==> src/ppcb_defines.vh <==
/*
 * Constants for the parallel-port configuration bridge: timing, states,
 * fixed pin levels and bit positions.
 * Assumes a 200 MHz clk_sys and inclusion by its bare name.
 */
//Operation
//- Done high switches into pass-through mode
//- Host data lines forwarded to FPGA pins
//- FPGA return lines relayed to S3, S4, S5
//- Flash enable low releases shared data lines
//- Decimal point shows valid configuration
//- Flash enable low stops driving decimal point
//- Flash enable high disables flash, frees lines
//- Device and FPGA never share flash access
//- Optional flash-to-FPGA load at power-up
//- Drive config bus, clock, program, select, strobe
//- Mode select 0 chooses mode; others fixed
//- Watch init, done and busy during load
//- Busy and strobes share test-port wiring
//- Display segments light on logic high
//- Switches low when closed; pick flash bank
`ifndef PPCB_DEFINES_VH
`define PPCB_DEFINES_VH

`define PPCB_CLK_NS       5
`define PPCB_T_PROG_NS    300
`define PPCB_T_FLASH_NS   120
// Least times round up to whole cycles
`define PPCB_PROG_CYC     ((`PPCB_T_PROG_NS + `PPCB_CLK_NS - 1) / `PPCB_CLK_NS)
`define PPCB_FLASH_CYC    ((`PPCB_T_FLASH_NS + `PPCB_CLK_NS - 1) / `PPCB_CLK_NS)
`define PPCB_CNT_W        8
`define PPCB_CONFIG_CLOCK_DIV     8'h02

`define PPCB_ST_W         4
`define PPCB_ST_RESET     4'h0
`define PPCB_ST_PROG      4'h1
`define PPCB_ST_WINIT     4'h2
`define PPCB_ST_FREAD     4'h3
`define PPCB_ST_WRITE     4'h4
`define PPCB_ST_CLKHI     4'h5
`define PPCB_ST_HOST      4'h6
`define PPCB_ST_PASS      4'h7
`define PPCB_ST_FAIL      4'h8
`define PPCB_ST_WDONE     4'h9

`define PPCB_M0_SERIAL    1'b0
`define PPCB_M0_PARALLEL  1'b1
`define PPCB_M1_LEVEL     1'b1
`define PPCB_M2_LEVEL     1'b0
`define PPCB_DP_BIT       1
`define PPCB_SER_BIT      0
`define PPCB_BIT_LAST     3'h7

`endif

==> src/ppcb_bridge.v <==
/*
 * Parallel-port configuration bridge: loads the FPGA from the host or from
 * flash, then links host data and status lines to the FPGA.
 * Assumes all pins except clk_sys and sys_rst are asynchronous; two-way pins are split
 * into input, output and output enable and resolved outside.
 */
`include "ppcb_defines.vh"
`default_nettype none
module ppcb_bridge #(
   parameter FADDR_W = 18,
   parameter SW_W    = 4
) (
   input  wire               clk_sys,
   input  wire               sys_rst,
   input  wire               auto_load,
   input  wire               serial_mode,
   input  wire [7:0]         pp_data,
   input  wire               pp_strobe,
   output reg  [2:0]         pp_status,
   input  wire [2:0]         fpga_ret,
   output reg  [7:0]         pt_o,
   output reg                pt_oe,
   input  wire [7:0]         bus_i,
   output reg  [7:0]         bus_o,
   output reg  [7:0]         bus_oe,
   input  wire [SW_W-1:0]    flash_addr_i,
   output reg  [FADDR_W-1:0] flash_addr_o,
   output reg                flash_addr_oe,
   input  wire               flash_ce_n_i,
   output reg                flash_ce_n_o,
   output reg                flash_ce_n_oe,
   output reg                flash_oe_n,
   output reg                flash_we_n,
   output reg                config_clock,
   output reg                cfg_prog_n,
   output reg                cfg_cs_n,
   output reg                cfg_wr_n,
   output reg                config_mode_select_0,
   output reg                config_mode_select_1,
   output reg                config_mode_select_2,
   input  wire               cfg_init_n,
   input  wire               cfg_done,
   input  wire               config_busy_serial_out,
   output reg                cfg_active,
   output reg                cfg_fail,
   output reg                pass_mode
);

   localparam LOW_W = FADDR_W - SW_W;

   // Two-stage synchronisers; first stages feed only second stages
   reg [7:0]         pp_data_s1_r;
   reg [7:0]         pp_data_r;
   reg               strobe_s1_r;
   reg               strobe_r;
   reg               strobe_d_r;
   reg [2:0]         ret_s1_r;
   reg [2:0]         ret_r;
   reg [2:0]         ctl_s1_r;
   reg [2:0]         ctl_r;
   reg               busy_s1_r;
   reg               busy_r;
   reg               ce_s1_r;
   reg               ce_r;
   reg [7:0]         bus_s1_r;
   reg [7:0]         bus_r;
   reg [SW_W-1:0]    sw_s1_r;
   reg [SW_W-1:0]    sw_r;
   reg [1:0]         mode_s1_r;
   reg [1:0]         mode_r;

   always @(posedge clk_sys) begin
      if (sys_rst) begin
         pp_data_s1_r <= 8'h00;
         pp_data_r    <= 8'h00;
         strobe_s1_r  <= 1'b0;
         strobe_r     <= 1'b0;
         strobe_d_r   <= 1'b0;
         ret_s1_r     <= 3'h0;
         ret_r        <= 3'h0;
         ctl_s1_r     <= 3'h0;
         ctl_r        <= 3'h0;
         busy_s1_r    <= 1'b0;
         busy_r       <= 1'b0;
         ce_s1_r      <= 1'b1;
         ce_r         <= 1'b1;
         bus_s1_r     <= 8'h00;
         bus_r        <= 8'h00;
      end else begin
         pp_data_s1_r <= pp_data;
         pp_data_r    <= pp_data_s1_r;
         strobe_s1_r  <= pp_strobe;
         strobe_r     <= strobe_s1_r;
         strobe_d_r   <= strobe_r;
         ret_s1_r     <= fpga_ret;
         ret_r        <= ret_s1_r;
         ctl_s1_r     <= {cfg_done, cfg_init_n, 1'b0};
         ctl_r        <= ctl_s1_r;
         busy_s1_r    <= config_busy_serial_out;
         busy_r       <= busy_s1_r;
         ce_s1_r      <= flash_ce_n_i;
         ce_r         <= ce_s1_r;
         bus_s1_r     <= bus_i;
         bus_r        <= bus_s1_r;
      end
   end

   // Straps keep sampling through reset so the RESET state sees settled values
   always @(posedge clk_sys) begin
      sw_s1_r   <= flash_addr_i;
      sw_r      <= sw_s1_r;
      mode_s1_r <= {serial_mode, auto_load};
      mode_r    <= mode_s1_r;
   end

   wire done_w     = ctl_r[2];
   wire init_n_w   = ctl_r[1];
   wire strobe_rise = strobe_r & ~strobe_d_r;
   wire ser_w      = mode_r[1];
   wire auto_w     = mode_r[0];

   // Configuration clock rate as a one-cycle enable
   reg  [`PPCB_CNT_W-1:0] div_r;
   wire                   config_clock_en = (div_r == `PPCB_CONFIG_CLOCK_DIV);

   always @(posedge clk_sys) begin
      if (sys_rst || config_clock_en)
         div_r <= {`PPCB_CNT_W{1'b0}};
      else
         div_r <= div_r + 1'b1;
   end

   reg [`PPCB_ST_W-1:0]  st_r;
   reg [`PPCB_CNT_W-1:0] cnt_r;
   reg [7:0]             byte_r;
   reg [2:0]             bit_r;
   reg [LOW_W-1:0]       low_r;
   reg [SW_W-1:0]        bank_r;
   reg                   from_flash_r;
   reg                   ser_r;

   always @(posedge clk_sys) begin
      if (sys_rst) begin
         st_r         <= `PPCB_ST_RESET;
         cnt_r        <= {`PPCB_CNT_W{1'b0}};
         byte_r       <= 8'h00;
         bit_r        <= 3'h0;
         low_r        <= {LOW_W{1'b0}};
         bank_r       <= {SW_W{1'b0}};
         from_flash_r <= 1'b0;
         ser_r        <= 1'b0;
         cfg_prog_n   <= 1'b1;
         cfg_cs_n     <= 1'b1;
         cfg_wr_n     <= 1'b1;
         config_clock <= 1'b0;
         flash_ce_n_o <= 1'b1;
         flash_oe_n   <= 1'b1;
         flash_we_n   <= 1'b1;
         cfg_fail     <= 1'b0;
      end else begin
         case (st_r)
            `PPCB_ST_RESET: begin
               // Straps caught after reset release
               from_flash_r <= auto_w;
               ser_r        <= ser_w;
               bank_r       <= sw_r;
               cfg_prog_n   <= 1'b0;
               cnt_r        <= {`PPCB_CNT_W{1'b0}};
               st_r         <= `PPCB_ST_PROG;
            end
            `PPCB_ST_PROG: begin
               cnt_r <= cnt_r + 1'b1;
               if (cnt_r == `PPCB_PROG_CYC - 1) begin
                  cfg_prog_n <= 1'b1;
                  st_r       <= `PPCB_ST_WINIT;
               end
            end
            `PPCB_ST_WINIT: begin
               if (init_n_w)
                  st_r <= from_flash_r ? `PPCB_ST_FREAD : `PPCB_ST_HOST;
               cnt_r <= {`PPCB_CNT_W{1'b0}};
            end
            `PPCB_ST_FREAD: begin
               // Device owns flash only while the FPGA is unconfigured
               flash_ce_n_o <= 1'b0;
               flash_oe_n   <= 1'b0;
               cnt_r        <= cnt_r + 1'b1;
               if (cnt_r == `PPCB_FLASH_CYC + 1) begin
                  byte_r       <= bus_r;
                  flash_ce_n_o <= 1'b1;
                  flash_oe_n   <= 1'b1;
                  low_r        <= low_r + 1'b1;
                  bit_r        <= 3'h0;
                  st_r         <= `PPCB_ST_WRITE;
               end
            end
            `PPCB_ST_HOST: begin
               // Host paces bytes; S3 tells it when the bridge is ready
               if (done_w)
                  st_r <= `PPCB_ST_PASS;
               else if (strobe_rise) begin
                  byte_r <= pp_data_r;
                  bit_r  <= 3'h0;
                  st_r   <= `PPCB_ST_WRITE;
               end
            end
            `PPCB_ST_WRITE: begin
               cfg_cs_n <= ser_r;
               cfg_wr_n <= ser_r;
               // Busy only means busy while select is low; else it is test wiring
               if (config_clock_en && !(busy_r && !cfg_cs_n)) begin
                  config_clock <= 1'b1;
                  st_r         <= `PPCB_ST_CLKHI;
               end
            end
            `PPCB_ST_CLKHI: begin
               if (config_clock_en) begin
                  config_clock <= 1'b0;
                  if (!init_n_w) begin
                     cfg_fail <= 1'b1;
                     cfg_cs_n <= 1'b1;
                     cfg_wr_n <= 1'b1;
                     st_r     <= `PPCB_ST_FAIL;
                  end else if (ser_r && bit_r != `PPCB_BIT_LAST) begin
                     bit_r <= bit_r + 1'b1;
                     st_r  <= `PPCB_ST_WRITE;
                  end else begin
                     cfg_cs_n <= 1'b1;
                     cfg_wr_n <= 1'b1;
                     cnt_r    <= {`PPCB_CNT_W{1'b0}};
                     if (!from_flash_r)
                        st_r <= `PPCB_ST_HOST;
                     else if (low_r == {LOW_W{1'b0}})
                        st_r <= `PPCB_ST_WDONE;
                     else
                        st_r <= `PPCB_ST_FREAD;
                  end
               end
            end
            `PPCB_ST_WDONE: begin
               if (done_w)
                  st_r <= `PPCB_ST_PASS;
               else if (!init_n_w) begin
                  cfg_fail <= 1'b1;
                  st_r     <= `PPCB_ST_FAIL;
               end
            end
            `PPCB_ST_PASS: begin
               if (!done_w)
                  st_r <= `PPCB_ST_WINIT;
            end
            `PPCB_ST_FAIL: begin
               if (done_w)
                  st_r <= `PPCB_ST_PASS;
            end
            default: st_r <= `PPCB_ST_RESET;
         endcase
         // Done ends any load early, e.g. a short image in flash
         // Done seen in reset or the program pulse is stale from the last image
         if (done_w && st_r != `PPCB_ST_PASS && st_r != `PPCB_ST_WINIT &&
             st_r != `PPCB_ST_RESET && st_r != `PPCB_ST_PROG) begin
            st_r         <= `PPCB_ST_PASS;
            cfg_cs_n     <= 1'b1;
            cfg_wr_n     <= 1'b1;
            config_clock <= 1'b0;
            flash_ce_n_o <= 1'b1;
            flash_oe_n   <= 1'b1;
         end
      end
   end

   wire in_pass  = (st_r == `PPCB_ST_PASS);
   wire in_fread = (st_r == `PPCB_ST_FREAD);
   wire fpga_ce  = in_pass && !ce_r;
   wire [7:0] ser_byte = byte_r >> bit_r;

   // Pin drivers, all registered
   always @(posedge clk_sys) begin
      if (sys_rst) begin
         pp_status            <= 3'h0;
         pt_o                 <= 8'h00;
         pt_oe                <= 1'b0;
         bus_o                <= 8'h00;
         bus_oe               <= 8'h00;
         flash_addr_o         <= {FADDR_W{1'b0}};
         flash_addr_oe        <= 1'b0;
         flash_ce_n_oe        <= 1'b0;
         config_mode_select_0 <= `PPCB_M0_PARALLEL;
         config_mode_select_1 <= `PPCB_M1_LEVEL;
         config_mode_select_2 <= `PPCB_M2_LEVEL;
         cfg_active           <= 1'b0;
         pass_mode            <= 1'b0;
      end else begin
         config_mode_select_0 <= ser_r ? `PPCB_M0_SERIAL : `PPCB_M0_PARALLEL;
         config_mode_select_1 <= `PPCB_M1_LEVEL;
         config_mode_select_2 <= `PPCB_M2_LEVEL;
         pass_mode  <= in_pass;
         cfg_active <= !in_pass && st_r != `PPCB_ST_FAIL;
         flash_addr_o  <= {bank_r, low_r};
         flash_addr_oe <= in_fread;
         // Flash stays disabled by the device outside reset and pass mode, except during its own reads
         flash_ce_n_oe <= !in_pass;
         if (in_pass) begin
            // FPGA keeps off these pins unless its flash enable is low
            pt_o      <= pp_data_r;
            pt_oe     <= ce_r;
            pp_status <= ret_r;
            bus_o     <= 8'h00;
            bus_o[`PPCB_DP_BIT]  <= 1'b1;
            bus_oe    <= 8'h00;
            bus_oe[`PPCB_DP_BIT] <= !fpga_ce;
         end else begin
            // Pass-through paths idle; bus carries only configuration bytes
            pt_o      <= 8'h00;
            pt_oe     <= 1'b0;
            pp_status <= {cfg_fail, init_n_w, st_r == `PPCB_ST_HOST};
            bus_o     <= ser_r ? {7'h00, ser_byte[`PPCB_SER_BIT]} : byte_r;
            bus_oe    <= in_fread ? 8'h00 : 8'hFF;
         end
      end
   end

endmodule
`default_nettype wire

==> config.mk <==
export PLATFORM = sky130hd
export DESIGN_NAME = ppcb_bridge
export DESIGN_NICKNAME = d
export VERILOG_FILES = /design/src/ppcb_bridge.v
export VERILOG_INCLUDE_DIRS = /design/src
export SDC_FILE = /design/constraint.sdc
export NUM_CORES = 1
export LEC_CHECK = 0
export BUFFER_PORTS_ARGS = -buffer_cell sky130_fd_sc_hd__buf_2
export CAP_MARGIN = 20
export CORE_MARGIN = 4
export CORE_UTILIZATION = 56
export CTS_CLUSTER_SIZE = 28
export DETAILED_ROUTE_END_ITERATION = 12
export PLACE_DENSITY = 0.79
export SLEW_MARGIN = 40
export SYNTH_ARGS = -nofsm -noshare
export SYNTH_HDL_FRONTEND = slang
export SYNTH_SLANG_ARGS = --single-unit
==> constraint.sdc <==
create_clock -name clk_sys -period 2.9 [get_ports clk_sys]
set_clock_uncertainty 0.1 [all_clocks]
set_input_delay 0.725 -clock clk_sys [delete_from_list [all_inputs] [get_ports clk_sys]]
set_output_delay 0.725 -clock clk_sys [all_outputs]
set_load 0.02 [all_outputs]
## Word level (Yosys, flattened, before mapping)

Index checks and enable logic that the tools add are counted.

| word-level totals | value |
|---|---|
| output and inout port bits | 61 |
| input bits | 32 |
| register bits | 170 |

| operators by class | value |
|---|---|
| add/sub/neg operators | 4 |
| mux-type cells | 53 |
| shift-type cells | 1 |
| reductions and logical operators | 40 |
| eq/ne operators | 42 |
| bitwise gates (word level) | 3 |

Operator list:

| operator | count |
|---|---|
| 2-to-1 mux 4 bit | 15 |
| 2-to-1 mux 8 bit | 7 |
| one-hot mux 4 bit (10 select lines) | 1 |
| 2-to-1 mux 3 bit | 9 |
| != test 3 bit (second input constant) | 9 |
| != test 2 bit (second input constant) | 12 |
| one-hot mux 8 bit (3 select lines) | 1 |
| AND reduction 9 bit | 2 |
| adder 8 x 1 -> 8 bit (second input constant) | 2 |
| == test 4 x 3 -> 1 bit (second input constant) | 4 |
| one-hot mux 8 bit (2 select lines) | 1 |
| adder 14 x 1 -> 14 bit (second input constant) | 1 |
| zero test 14 bit | 1 |
| != test 4 bit (second input constant) | 3 |
| 2-to-1 mux 1 bit | 11 |
| OR reduction 2 bit | 5 |
| logical AND 1 bit | 9 |
| one-hot mux 3 bit (3 select lines) | 1 |
| AND reduction 3 bit | 3 |
| == test 4 x 2 -> 1 bit (second input constant) | 2 |
| == test 4 bit (second input constant) | 2 |
| == test 8 x 2 -> 1 bit (second input constant) | 1 |
| == test 8 x 5 -> 1 bit (second input constant) | 1 |
| == test 8 x 6 -> 1 bit (second input constant) | 1 |
| 23 further kinds | 39 |

## Depth between registers and ports, before layout

Gate-level depths: netlist of run 1.

| depth | value |
|---|---|
| depth in word-level cells | 8 |
| depth in mapped cells | 8 |
| mapped depth without buffers | 7 |

## Worst setup path before layout of run 1

No wires, ideal clock.

| timing path | value |
|---|---|
| path kind | reg2reg |
| start | reg div_r[0] |
| end | reg cnt_r[7] |
| path slack | 844 ps |
| arrival time | 1886 ps |
| setup time | 70 ps |
| buffers on the path | 0 |
| cell stages (with the launch flop) | 8 |
| cell sequence | dfxtp_1 inv_1 ha_1 or4b_4 nor2_1 a21oi_1 or4_1 a21oi_1 |

| between the ends | value |
|---|---|
| cells in the longest elaborated chain, start to end | 3 |

RTL lines:

| element | line | RTL |
|---|---|---|
| start: declaration | ppcb_bridge.v:123 | `` reg [`PPCB_CNT_W-1:0] div_r; `` |
| start signal: assignment | ppcb_bridge.v:128 | `` div_r <= {`PPCB_CNT_W{1'b0}}; `` |
| start signal: assignment | ppcb_bridge.v:130 | `div_r <= div_r + 1'b1;` |
| == test 8 x 2 -> 1 bit (no source line) | n/a |  |
| != test 2 bit (no source line) | n/a |  |
| AND reduction 4 bit (no source line) | n/a |  |
| end signal: assignment | ppcb_bridge.v:145 | `` cnt_r <= {`PPCB_CNT_W{1'b0}}; `` |
| end signal: assignment | ppcb_bridge.v:168 | `` cnt_r <= {`PPCB_CNT_W{1'b0}}; `` |
| end signal: assignment | ppcb_bridge.v:172 | `cnt_r <= cnt_r + 1'b1;` |
| end: declaration | ppcb_bridge.v:134 | `` reg [`PPCB_CNT_W-1:0] cnt_r; `` |

No other way between the ends.
A chain may end at the register's enable or synchronous reset.

## Worst setup path in the final report of run 1

| timing path | value |
|---|---|
| start | reg st_r[0] |
| end | reg byte_r[0] |

| between the ends | value |
|---|---|
| cells in the longest elaborated chain, start to end | 3 |
| elaborated cells on any way between the ends | 8 |
| classes of those cells | eq/ne: 5; mux: 1; reduce/logical: 2 |

RTL lines:

| element | line | RTL |
|---|---|---|
| start: declaration | ppcb_bridge.v:133 | `` reg [`PPCB_ST_W-1:0] st_r; `` |
| start signal: assignment | ppcb_bridge.v:144 | `` st_r <= `PPCB_ST_RESET; `` |
| start signal: assignment | ppcb_bridge.v:169 | `` st_r <= `PPCB_ST_PROG; `` |
| start signal: assignment | ppcb_bridge.v:175 | `` st_r <= `PPCB_ST_WINIT; `` |
| == test 4 x 3 -> 1 bit / == test 4 x 2 -> 1 bit (equally long branches) | ppcb_bridge.v:161 | `case (st_r)` |
| != test 2 bit (no source line), or another cell as far along | n/a |  |
| AND reduction 4 bit (no source line) | n/a |  |
| end signal: assignment | ppcb_bridge.v:189 | `byte_r <= bus_r;` |
| end signal: assignment | ppcb_bridge.v:202 | `byte_r <= pp_data_r;` |
| end: declaration | ppcb_bridge.v:135 | `reg [7:0] byte_r;` |

Several ways; a longest one is shown, not always the timed one.

==> results.toml, run 1 <==
[outcome]
outcome = "complete, no violations"

[grt]
overflow = 0
antenna_found_initial = 0
grt_pass1_wl_um = 20800
grt_max_degree = 74
gr-usage-all-layers_pct = 20.7
grt_pass1_vias = 4327

[cts]
htreeDepth = 4
ctsResizeCount = 0
clockRootBuffer = "clkbuf_8"
cts_buffers = 17
cts_hold_buf = 0
cts_setup_buffers = 0
clk_latency_ps = 520
cts_tree = "built"
clock_sinks = 162
cts_buffer_depth = 2
clk_pin_slew_ps = 60

[min_path]
hp-class = "primary input to flop"

[synth]
synthMuxAreaShare_pct = 3.65
synth_flop_cell = "dfxtp_1"
synth_xor_area_share_pct = 2.51
ys_seq_area_share_pct = 54.7
synth-edff-count = 0
yosys_warnings = 0
synthSimpleGateAreaFrac_pct = 24.8
synth_cells = 603
synth_compound_area_share_pct = 8.37
synthAdderAreaFrac_pct = 1.69
syn_area_per_cell_um2 = 9.84
synth_top_family_by_area = "simple AND/OR/NAND/NOR gates"
yosysUniqueCellTypes = 60
ys_ff_latch = 162
syn_area_um2 = 5930
async_flop_share_pct = 0

[critical_path]
rrSetupSlack_ps = 460
r2r-start = "st_r[0]"
path_cells = "nand4bb_1, buf_4, o21bai_1, nand3_1, mux2i_1, nor2_1"
worst-setup-path-type = "flop to flop"
worstRegToRegCells = 6
critPathMaxFanout = 15
arrival_ps = 2730
r2r_end = "byte_r[0]"
cp_slowest_stage_delay_ps = 680
crit_path_end = "byte_r[0]"
crit_start = "st_r[0]"
worstSetupEndpointType = "flop"
critPathLaunchType = "flop"
cp_slowest_cell = "dfxtp_1"
required_ps = 3190

[placed_design]
globalplace.congestion = 0.869
placed_cells = 799
place_hpwl_um = 8600
postPlaceCellArea_um2 = 6440
place.port_buffers = 89
place_ws_ps = 392

[detailed_routing]
via_per_inst = 5.26
antenna_left = 0
wire_per_inst_um = 14.8
first_pass_iters = 5
routed_wirelength_um = 12300
via_count = 4365
drt_iter0_drc = 315
drc = 0

[timing]
final_hold_viol_count = 0
worst_pin_slew_ps = 707
slew_headroom_pct = 52.2
timing.final.ws_setup_ps = 463
drv_slew = 0
setup_tns_ps = 0
period_needed_ps = 2440
fin_crit_sh_pct = 84.0
rsz0062_at_grt = "no"
setup_viol = 0
clock.fmax_ghz = 0.410

[layout]
area_growth_pct = 18.4
final_design_area_no_fill_um2 = 7030
drive_gt1_share_pct = 21.3
nNetsFinal = 722
final_cells = 830
antenna_cells_inserted = 0

[floorplanning]
dieArea_um2 = 12300
start_util_pct = 57.5
ios = 93
num_rows = 37
die_x_um = 111
die_y_um = 111
core_area_um2 = 10300

[power]
leakage_nw = 2.96
p_total_mw = 5.68
ir_drop_uv = 535
power_density_nw_per_um2 = 808

[job]
drv_cap = 0
-- how the worst min path moves through the flow --
stage	start	to	cells past startpoint	slack (ps)
2_1_floorplan	mode_s1_r[0]	mode_r[0]	0	210
5_1_grt	flash_addr_i[3]	sw_s1_r[3]	1	170
3_5_place_dp	sw_s1_r[3]	sw_r[3]	0	210
4_1_cts	flash_addr_i[3]	sw_s1_r[3]	1	180
6_report	flash_addr_i[3]	sw_s1_r[3]	1	200
3_3_place_gp	sw_s1_r[0]	sw_r[0]	0	210
-- where the power goes --
group / internal, mW / switching [mW]
combinational: 0.403 / 0.598
clock: 1.31 / 0.858
sequential: 2.37 / 0.144
total: 4.08 / 1.60
-- worst max-delay path, delay by kind of cell, from the launching register on --
family | cells | cell delay (ps)
AND/OR/NAND/NOR | 3 | 770
buffers and inverters | 1 | 240
flip-flops | 1 | 680
multiplexers | 1 | 280
AO/OA/AOI/OAI | 1 | 220
-- layer usage --
layer / wire [um] / up-vias / part of all wire [%] / track usage [%]
met1: 5430 / 2044 / 44 / 26.1
met5: 0 / - / 0 / 0
met3: 777 / 9 / 6.3 / 6.00
li1: - / 2176 / - / -
met2: 5930 / 136 / 48 / 33.8
met4: 115 / 0 / 0.94 / 7.14
-- sequential cells by signal (all words and copies together), names as in the netlist, 4 cells and up --
name and count:
bus_s1_r 8, byte_r 8, sw_r 4, pp_data_s1_r 8
sw_s1_r 4, flash_addr_o 18, low_r 14, bus_r 8
pt_o 8, st_r 4, bank_r 4, pp_data_r 8
cnt_r 8, bus_o 8, div_r 8
-- Yosys cell counts, drive strengths merged, types with 9 or more instances --
master	instances	share of area [%]
o21ai	15	1.3
nor2b	68	7.2
xor2	14	2.1
mux2i	16	2.7
nand2	45	2.8
a21oi	27	2.3
buf	24	2.4
inv	11	0.70
clkbuf	17	1.1
and2	18	1.9
dfxtp	162	55
nor2	58	3.7
a211oi	9	1.1
nand3	16	1.3
-- cells in the final DEF, fill, tap and decap left out, types with 4 or more instances in the layout --
cell type,n
dfxtp_1,162
buf_2,88
nor2b_1,68
nor2_1,58
nand2_1,45
a21oi_1,25
and2_1,18
nand3_1,16
mux2i_1,16
clkbuf_16,16
o21ai_0,15
xor2_1,14
inv_1,11
buf_4,11
a211oi_1,9
or3_1,8
nand2b_1,8
ha_1,8
nand4_1,7
or2_2,7
o31ai_1,5
or4_1,4
-- stage by stage --
stage | utilization (%) | hold WS, ps
after floorplan | - | 210
after global placement | 62.4 | 210
after detailed placement | 62.4 | 212
after CTS | 68.0 | 180
after global routing | 68.1 | 171
final | 68.1 | 201
-- cell type report --
class,instances,area (um2)
Clock buffer,18,418
Multi-Input combinational cell,390,2450
Inverter,11,41.3
Timing Repair Buffer,100,543
Sequential cell,162,3240
Fill cell,800,3300
Clock inverter,13,163
Tap cell,136,170
-- logic make-up after synthesis --
family | Yosys count
other cells | 2
buf+inv | 52
xor+xnor | 17
mux | 19
fa+ha+maj | 8
compound gates | 77
simple gates | 266
flops | 162
(Power assumes the default switching activity.)
==> run 2, diff against run 1 <==
==> constraint.sdc (replaced) <==
create_clock -name clk_sys -period 2.4 [get_ports clk_sys]
set_clock_uncertainty 0.1 [all_clocks]
set_input_delay 0.6 -clock clk_sys [delete_from_list [all_inputs] [get_ports clk_sys]]
set_output_delay 0.6 -clock clk_sys [all_outputs]
set_load 0.02 [all_outputs]
==> results.toml, run 2 (synthesis gave the netlist of run 1 again) <==
[min_path]
holdPathStages = 1
min_to = "sw_s1_r[2]"
hp-start = "flash_addr_i[2]"
hp-class = "primary input to flop"

[floorplanning]
start_util_pct = 57.5
core_area_um2 = 10300
num_rows = 37
die_x_um = 111
ios = 93
die_y_um = 111
dieArea_um2 = 12300

[timing]
period_needed_ps = 2310
timing.final.ws_setup_ps = 94.2
setup_tns_ps = 0
fin_crit_sh_pct = 96.1
worst_pin_slew_ps = 599
slew_headroom_pct = 59.7
clock.fmax_ghz = 0.434
rsz0062_at_grt = "yes"
final_hold_viol_count = 0
drv_slew = 0
setup_viol = 0

[cts]
clk_latency_ps = 520
cts_hold_buf = 0
clock_sinks = 162
cts_buffers = 17
clockRootBuffer = "clkbuf_8"
cts_tree = "built"
clk_pin_slew_ps = 60
cts_buffer_depth = 2
htreeDepth = 4

[detailed_routing]
antenna_left = 0
wl_met3_um = 718
drc = 0
wire_per_inst_um = 14.7
via_per_inst = 5.30
drt-met1-wl_um = 5500
routed_wirelength_um = 12400
top_layer_used = "met4"
drt_iter0_drc = 275
first_pass_iters = 4
route.met2.wl_um = 5980
via_count = 4463

[job]
drv_cap = 0

[critical_path]
critPathLaunchType = "flop"
critPathMaxFanout = 9
r2r-start = "div_r[0]"
cp_slowest_cell = "or4_1"
rrSetupSlack_ps = 90
path_cells = "inv_1, ha_1, or4b_4, nor2_2, a21oi_2, or4_1, a21oi_1"
arrival_ps = 2640
worst-setup-path-type = "flop to flop"
required_ps = 2730
r2r_end = "cnt_r[3]"
worstRegToRegCells = 7
worstSetupEndpointType = "flop"
cp_slowest_stage_delay_ps = 520

[grt]
gr-usage-all-layers_pct = 21.1
grt_pass1_wl_um = 21400
grt_max_degree = 90
overflow = 0
grt_pass1_vias = 4349
antenna_found_initial = 0

[layout]
top_regs = "flash_addr_o: 18 flops, low_r: 14 flops"
nNetsFinal = 734
drive_gt1_share_pct = 23.1
area_growth_pct = 20.6
final_common_cell = "dfxtp_1"
final_cell_mix = "dfxtp_1 (162), buf_2 (88), nor2b_1 (68)"
top_register = "flash_addr_o"
final_design_area_no_fill_um2 = 7150
final_cells = 842
antenna_cells_inserted = 0
n_fill_cell = 769
largest_register_ffs = 18

[outcome]
outcome = "complete, no violations"

[placed_design]
place_hpwl_um = 8520
place.port_buffers = 89
postPlaceCellArea_um2 = 6520
globalplace.congestion = 0.915
place_ws_ps = 22.3
placed_cells = 809

[power]
ir_drop_uv = 536
power_density_nw_per_um2 = 977
leakage_nw = 3.04
## run 2: area by class of cell
cell class / instances / area (um2) / area share, %
repair buffers: 112 / 633 / 8.85
well taps: 136 / 170 / 2.38
flip-flops and latches: 162 / 3240 / 45.3
clock buffers: 18 / 428 / 5.98
clock inverters: 13 / 184 / 2.57
multi-input cells: 390 / 2450 / 34.3
inverters: 11 / 41.3 / 0.577
## run 2: critical path, delay by kind of cell, from the launching register on
family | cells | cell delay (ps)
DFF | 1 | 360
adders and majority gates | 1 | 130
and+or+nand+nor | 3 | 1200
buffers and inverters | 1 | 80
AOI/OAI and AO/OA | 2 | 360
## run 2: worst max path at each step
stage	from	endpoint	cells after the start
2_1_floorplan	div_r[0]	cnt_r[7]	7
3_3_place_gp	div_r[0]	cnt_r[7]	7
3_5_place_dp	div_r[0]	cnt_r[3]	7
4_1_cts	div_r[0]	cnt_r[3]	7
5_1_grt	div_r[0]	bit_r[0]	7
6_report	div_r[0]	cnt_r[3]	7
## run 2: layer usage
metal,GRT usage (%),vias to the layer above
met2,33.8,153
met4,7.39,0
met5,0,-
met3,5.19,20
met1,27.8,2088
li1,-,2202
## run 2: what timing repair did
item | CTS | global route
endpoints found under the setup margin | 0 | 7
resized for setup | 0 | 3
setup buffers | 0 | 2
endpoints found under the hold margin | 0 | 0
## run 2: stage by stage
step / hold slack, ps / util (%) / total power [mW]
2_1_floorplan: 210 / - / 3.93
3_3_place_gp: 211 / 63.1 / 4.28
3_5_place_dp: 217 / 63.1 / 4.29
4_1_cts: 58.2 / 69.0 / 7.03
5_1_grt: 57.1 / 69.3 / 7.35
6_report: 81.3 / 69.3 / 6.99
## run 2: where the power goes
group / internal (mW) / switching (mW)
logic: 0.523 / 0.731
registers: 2.86 / 0.149
clock network: 1.71 / 1.02
==> run 3, diff against run 2 <==
--- a/config.mk
+++ b/config.mk
@@ -12,7 +12,9 @@
 export CORE_UTILIZATION = 56
 export CTS_CLUSTER_SIZE = 28
 export DETAILED_ROUTE_END_ITERATION = 12
+export GPL_ROUTABILITY_DRIVEN = 0
 export PLACE_DENSITY = 0.79
+export REMOVE_ABC_BUFFERS = 1
 export SLEW_MARGIN = 40
 export SYNTH_ARGS = -nofsm -noshare
 export SYNTH_HDL_FRONTEND = slang
==> constraint.sdc (replaced) <==
create_clock -name clk_sys -period 2.3 [get_ports clk_sys]
set_clock_uncertainty 0.1 [all_clocks]
set_input_delay 0.575 -clock clk_sys [delete_from_list [all_inputs] [get_ports clk_sys]]
set_output_delay 0.575 -clock clk_sys [all_outputs]
set_load 0.02 [all_outputs]
==> results.toml, run 3 (synthesis gave the netlist of run 1 again) <==
[timing]
final_hold_viol_count = 0
slew_headroom_pct = 66.1
drv_slew = 0
setup_tns_ps = 0
clock.fmax_ghz = 0.437
worst_pin_slew_ps = 507
fin_hold_ws_ps = 36.3
period_needed_ps = 2290
fin_crit_sh_pct = 99.4
rsz0062_at_grt = "yes"
setup_viol = 0

[power]
p_int_mw = 4.94
p_total_mw = 7.12
combPwrFrac_pct = 19.5
sw_frac_of_total_pct = 30.7
leakage_nw = 3.05
power_density_nw_per_um2 = 996
switchingPower_mw = 2.19
clockPowerShare_pct = 36.7
seq_power_share_pct = 43.8
ir_drop_uv = 528

[critical_path]
r2r_end = "st_r[3]"
worst-setup-path-type = "flop to flop"
required_ps = 2620
arrival_ps = 2600
critPathLaunchType = "flop"
worstSetupEndpointType = "flop"
r2r-start = "div_r[0]"
worstRegToRegCells = 8
critPathMaxFanout = 5
rrSetupSlack_ps = 10

[grt]
grt_use_met1_pct = 24.0
antenna_found_initial = 0
gr-usage-all-layers_pct = 20.3
use_met2_pct = 34.6
grt_pass1_vias = 4412
grt_use_met3_pct = 5.13
overflow = 0
grt_max_degree = 34
top_usage_layer = "met2"
grt_pass1_wl_um = 20500

[cts]
clk_latency_ps = 530
htreeDepth = 4
clk_pin_slew_ps = 70
cts_hold_buf = 0
cts_buffer_depth = 2
clock_sinks = 162
cts_tree = "built"
clockRootBuffer = "clkbuf_8"
cts_buffers = 17

[detailed_routing]
wire_per_inst_um = 14.3
drc = 0
antenna_left = 0
first_pass_iters = 5
drt_iter0_drc = 309
via_per_inst = 5.29
routed_wirelength_um = 12100
via_count = 4491

[floorplanning]
ios = 93
die_x_um = 111
dieArea_um2 = 12300
core_area_um2 = 10300
die_y_um = 111
start_util_pct = 57.5
num_rows = 37

[min_path]
hp-start = "flash_addr_i[0]"
hp-class = "primary input to flop"
min_to = "sw_s1_r[0]"
holdPathStages = 1

[placed_design]
place.port_buffers = 89
place_hpwl_um = 8440

[layout]
nNetsFinal = 740
drive_gt1_share_pct = 23.8
top_register = "flash_addr_o"
final_common_cell = "dfxtp_1"
final_cell_mix = "dfxtp_1 (162), buf_2 (88), nor2b_1 (68)"
multi_input_area_um2 = 2470
area.sequential_um2 = 3240
antenna_cells_inserted = 0
area_growth_pct = 20.5
top_regs = "flash_addr_o: 18 flops, low_r: 14 flops"
n_fill_cell = 781
largest_register_ffs = 18

[outcome]
outcome = "complete, no violations"

[job]
drv_cap = 0
-- run 3: cell count changes in the layout (fill, tap and decap cells not counted), moves of 2 or more --
cell        before  now
clkinvlp_4       3    1
inv_6            1    8
buf_4           23   30
bufinv_16        4    0
clkinv_2         3    0
inv_8            0    3
-- run 3: what timing repair did --
item,in CTS,in global routing
setup endpoints to repair,6,14
resized for setup,1,5
setup buffers,0,0
-- run 3: critical path: stages, from the launching register on --
cell and delay [ps]:
dfxtp_1 310, inv_1 50, ha_1 130, or4b_4 500
nor2_4 170, buf_4 130, o2111a_1 290, a21oi_1 120
a2111oi_2 380
-- run 3: cell type report --
cell class              instances  share of cell area, %
repair buffers                118                   9.31
inverters                      11                  0.578
multi-input cells             390                   34.6
flip-flops and latches        162                   45.4
well taps                     136                   2.38
clock buffers                  18                   5.85
clock inverters                14                   1.91
-- run 3: power groups by stage --
stage / Clock, mW / Combinational [mW] / Sequential [mW]
after floorplan: 0 / 0.695 / 3.31
after global placement: 0 / 1.30 / 3.17
after detailed placement: 0 / 1.34 / 3.18
after CTS: 2.67 / 1.35 / 3.11
after global routing: 2.81 / 1.50 / 3.14
final: 2.61 / 1.39 / 3.12
-- run 3: worst max path at each step --
stage	from	slack (ps)	cells after the start	to
finish	div_r[0]	10	8	st_r[3]
CTS	div_r[0]	7	8	st_r[3]
global placement	bit_r[1]	90	7	cnt_r[4]
detailed placement	bit_r[1]	-110	7	cnt_r[4]
floorplan	st_r[2]	-270	5	st_r[3]
global route	st_r[0]	-40	6	bit_r[1]
-- run 3: through the flow --
step	utilization [%]	instance area [um2]	cells	setup slack, ps
3_5_place_dp	63.6	6570	817	-109
4_1_cts	69.0	7130	849	6.63
5_1_grt	69.3	7150	849	-44.6
6_report	69.3	7150	849	14.0
2_1_floorplan	-	5730	563	-268
3_3_place_gp	63.6	6570	817	94.4
-- run 3: routing by layer --
metal,up-vias,wire length (um)
met3,29,852
met5,-,0
met1,2067,5040
met4,0,219
met2,178,6030
li1,2217,-
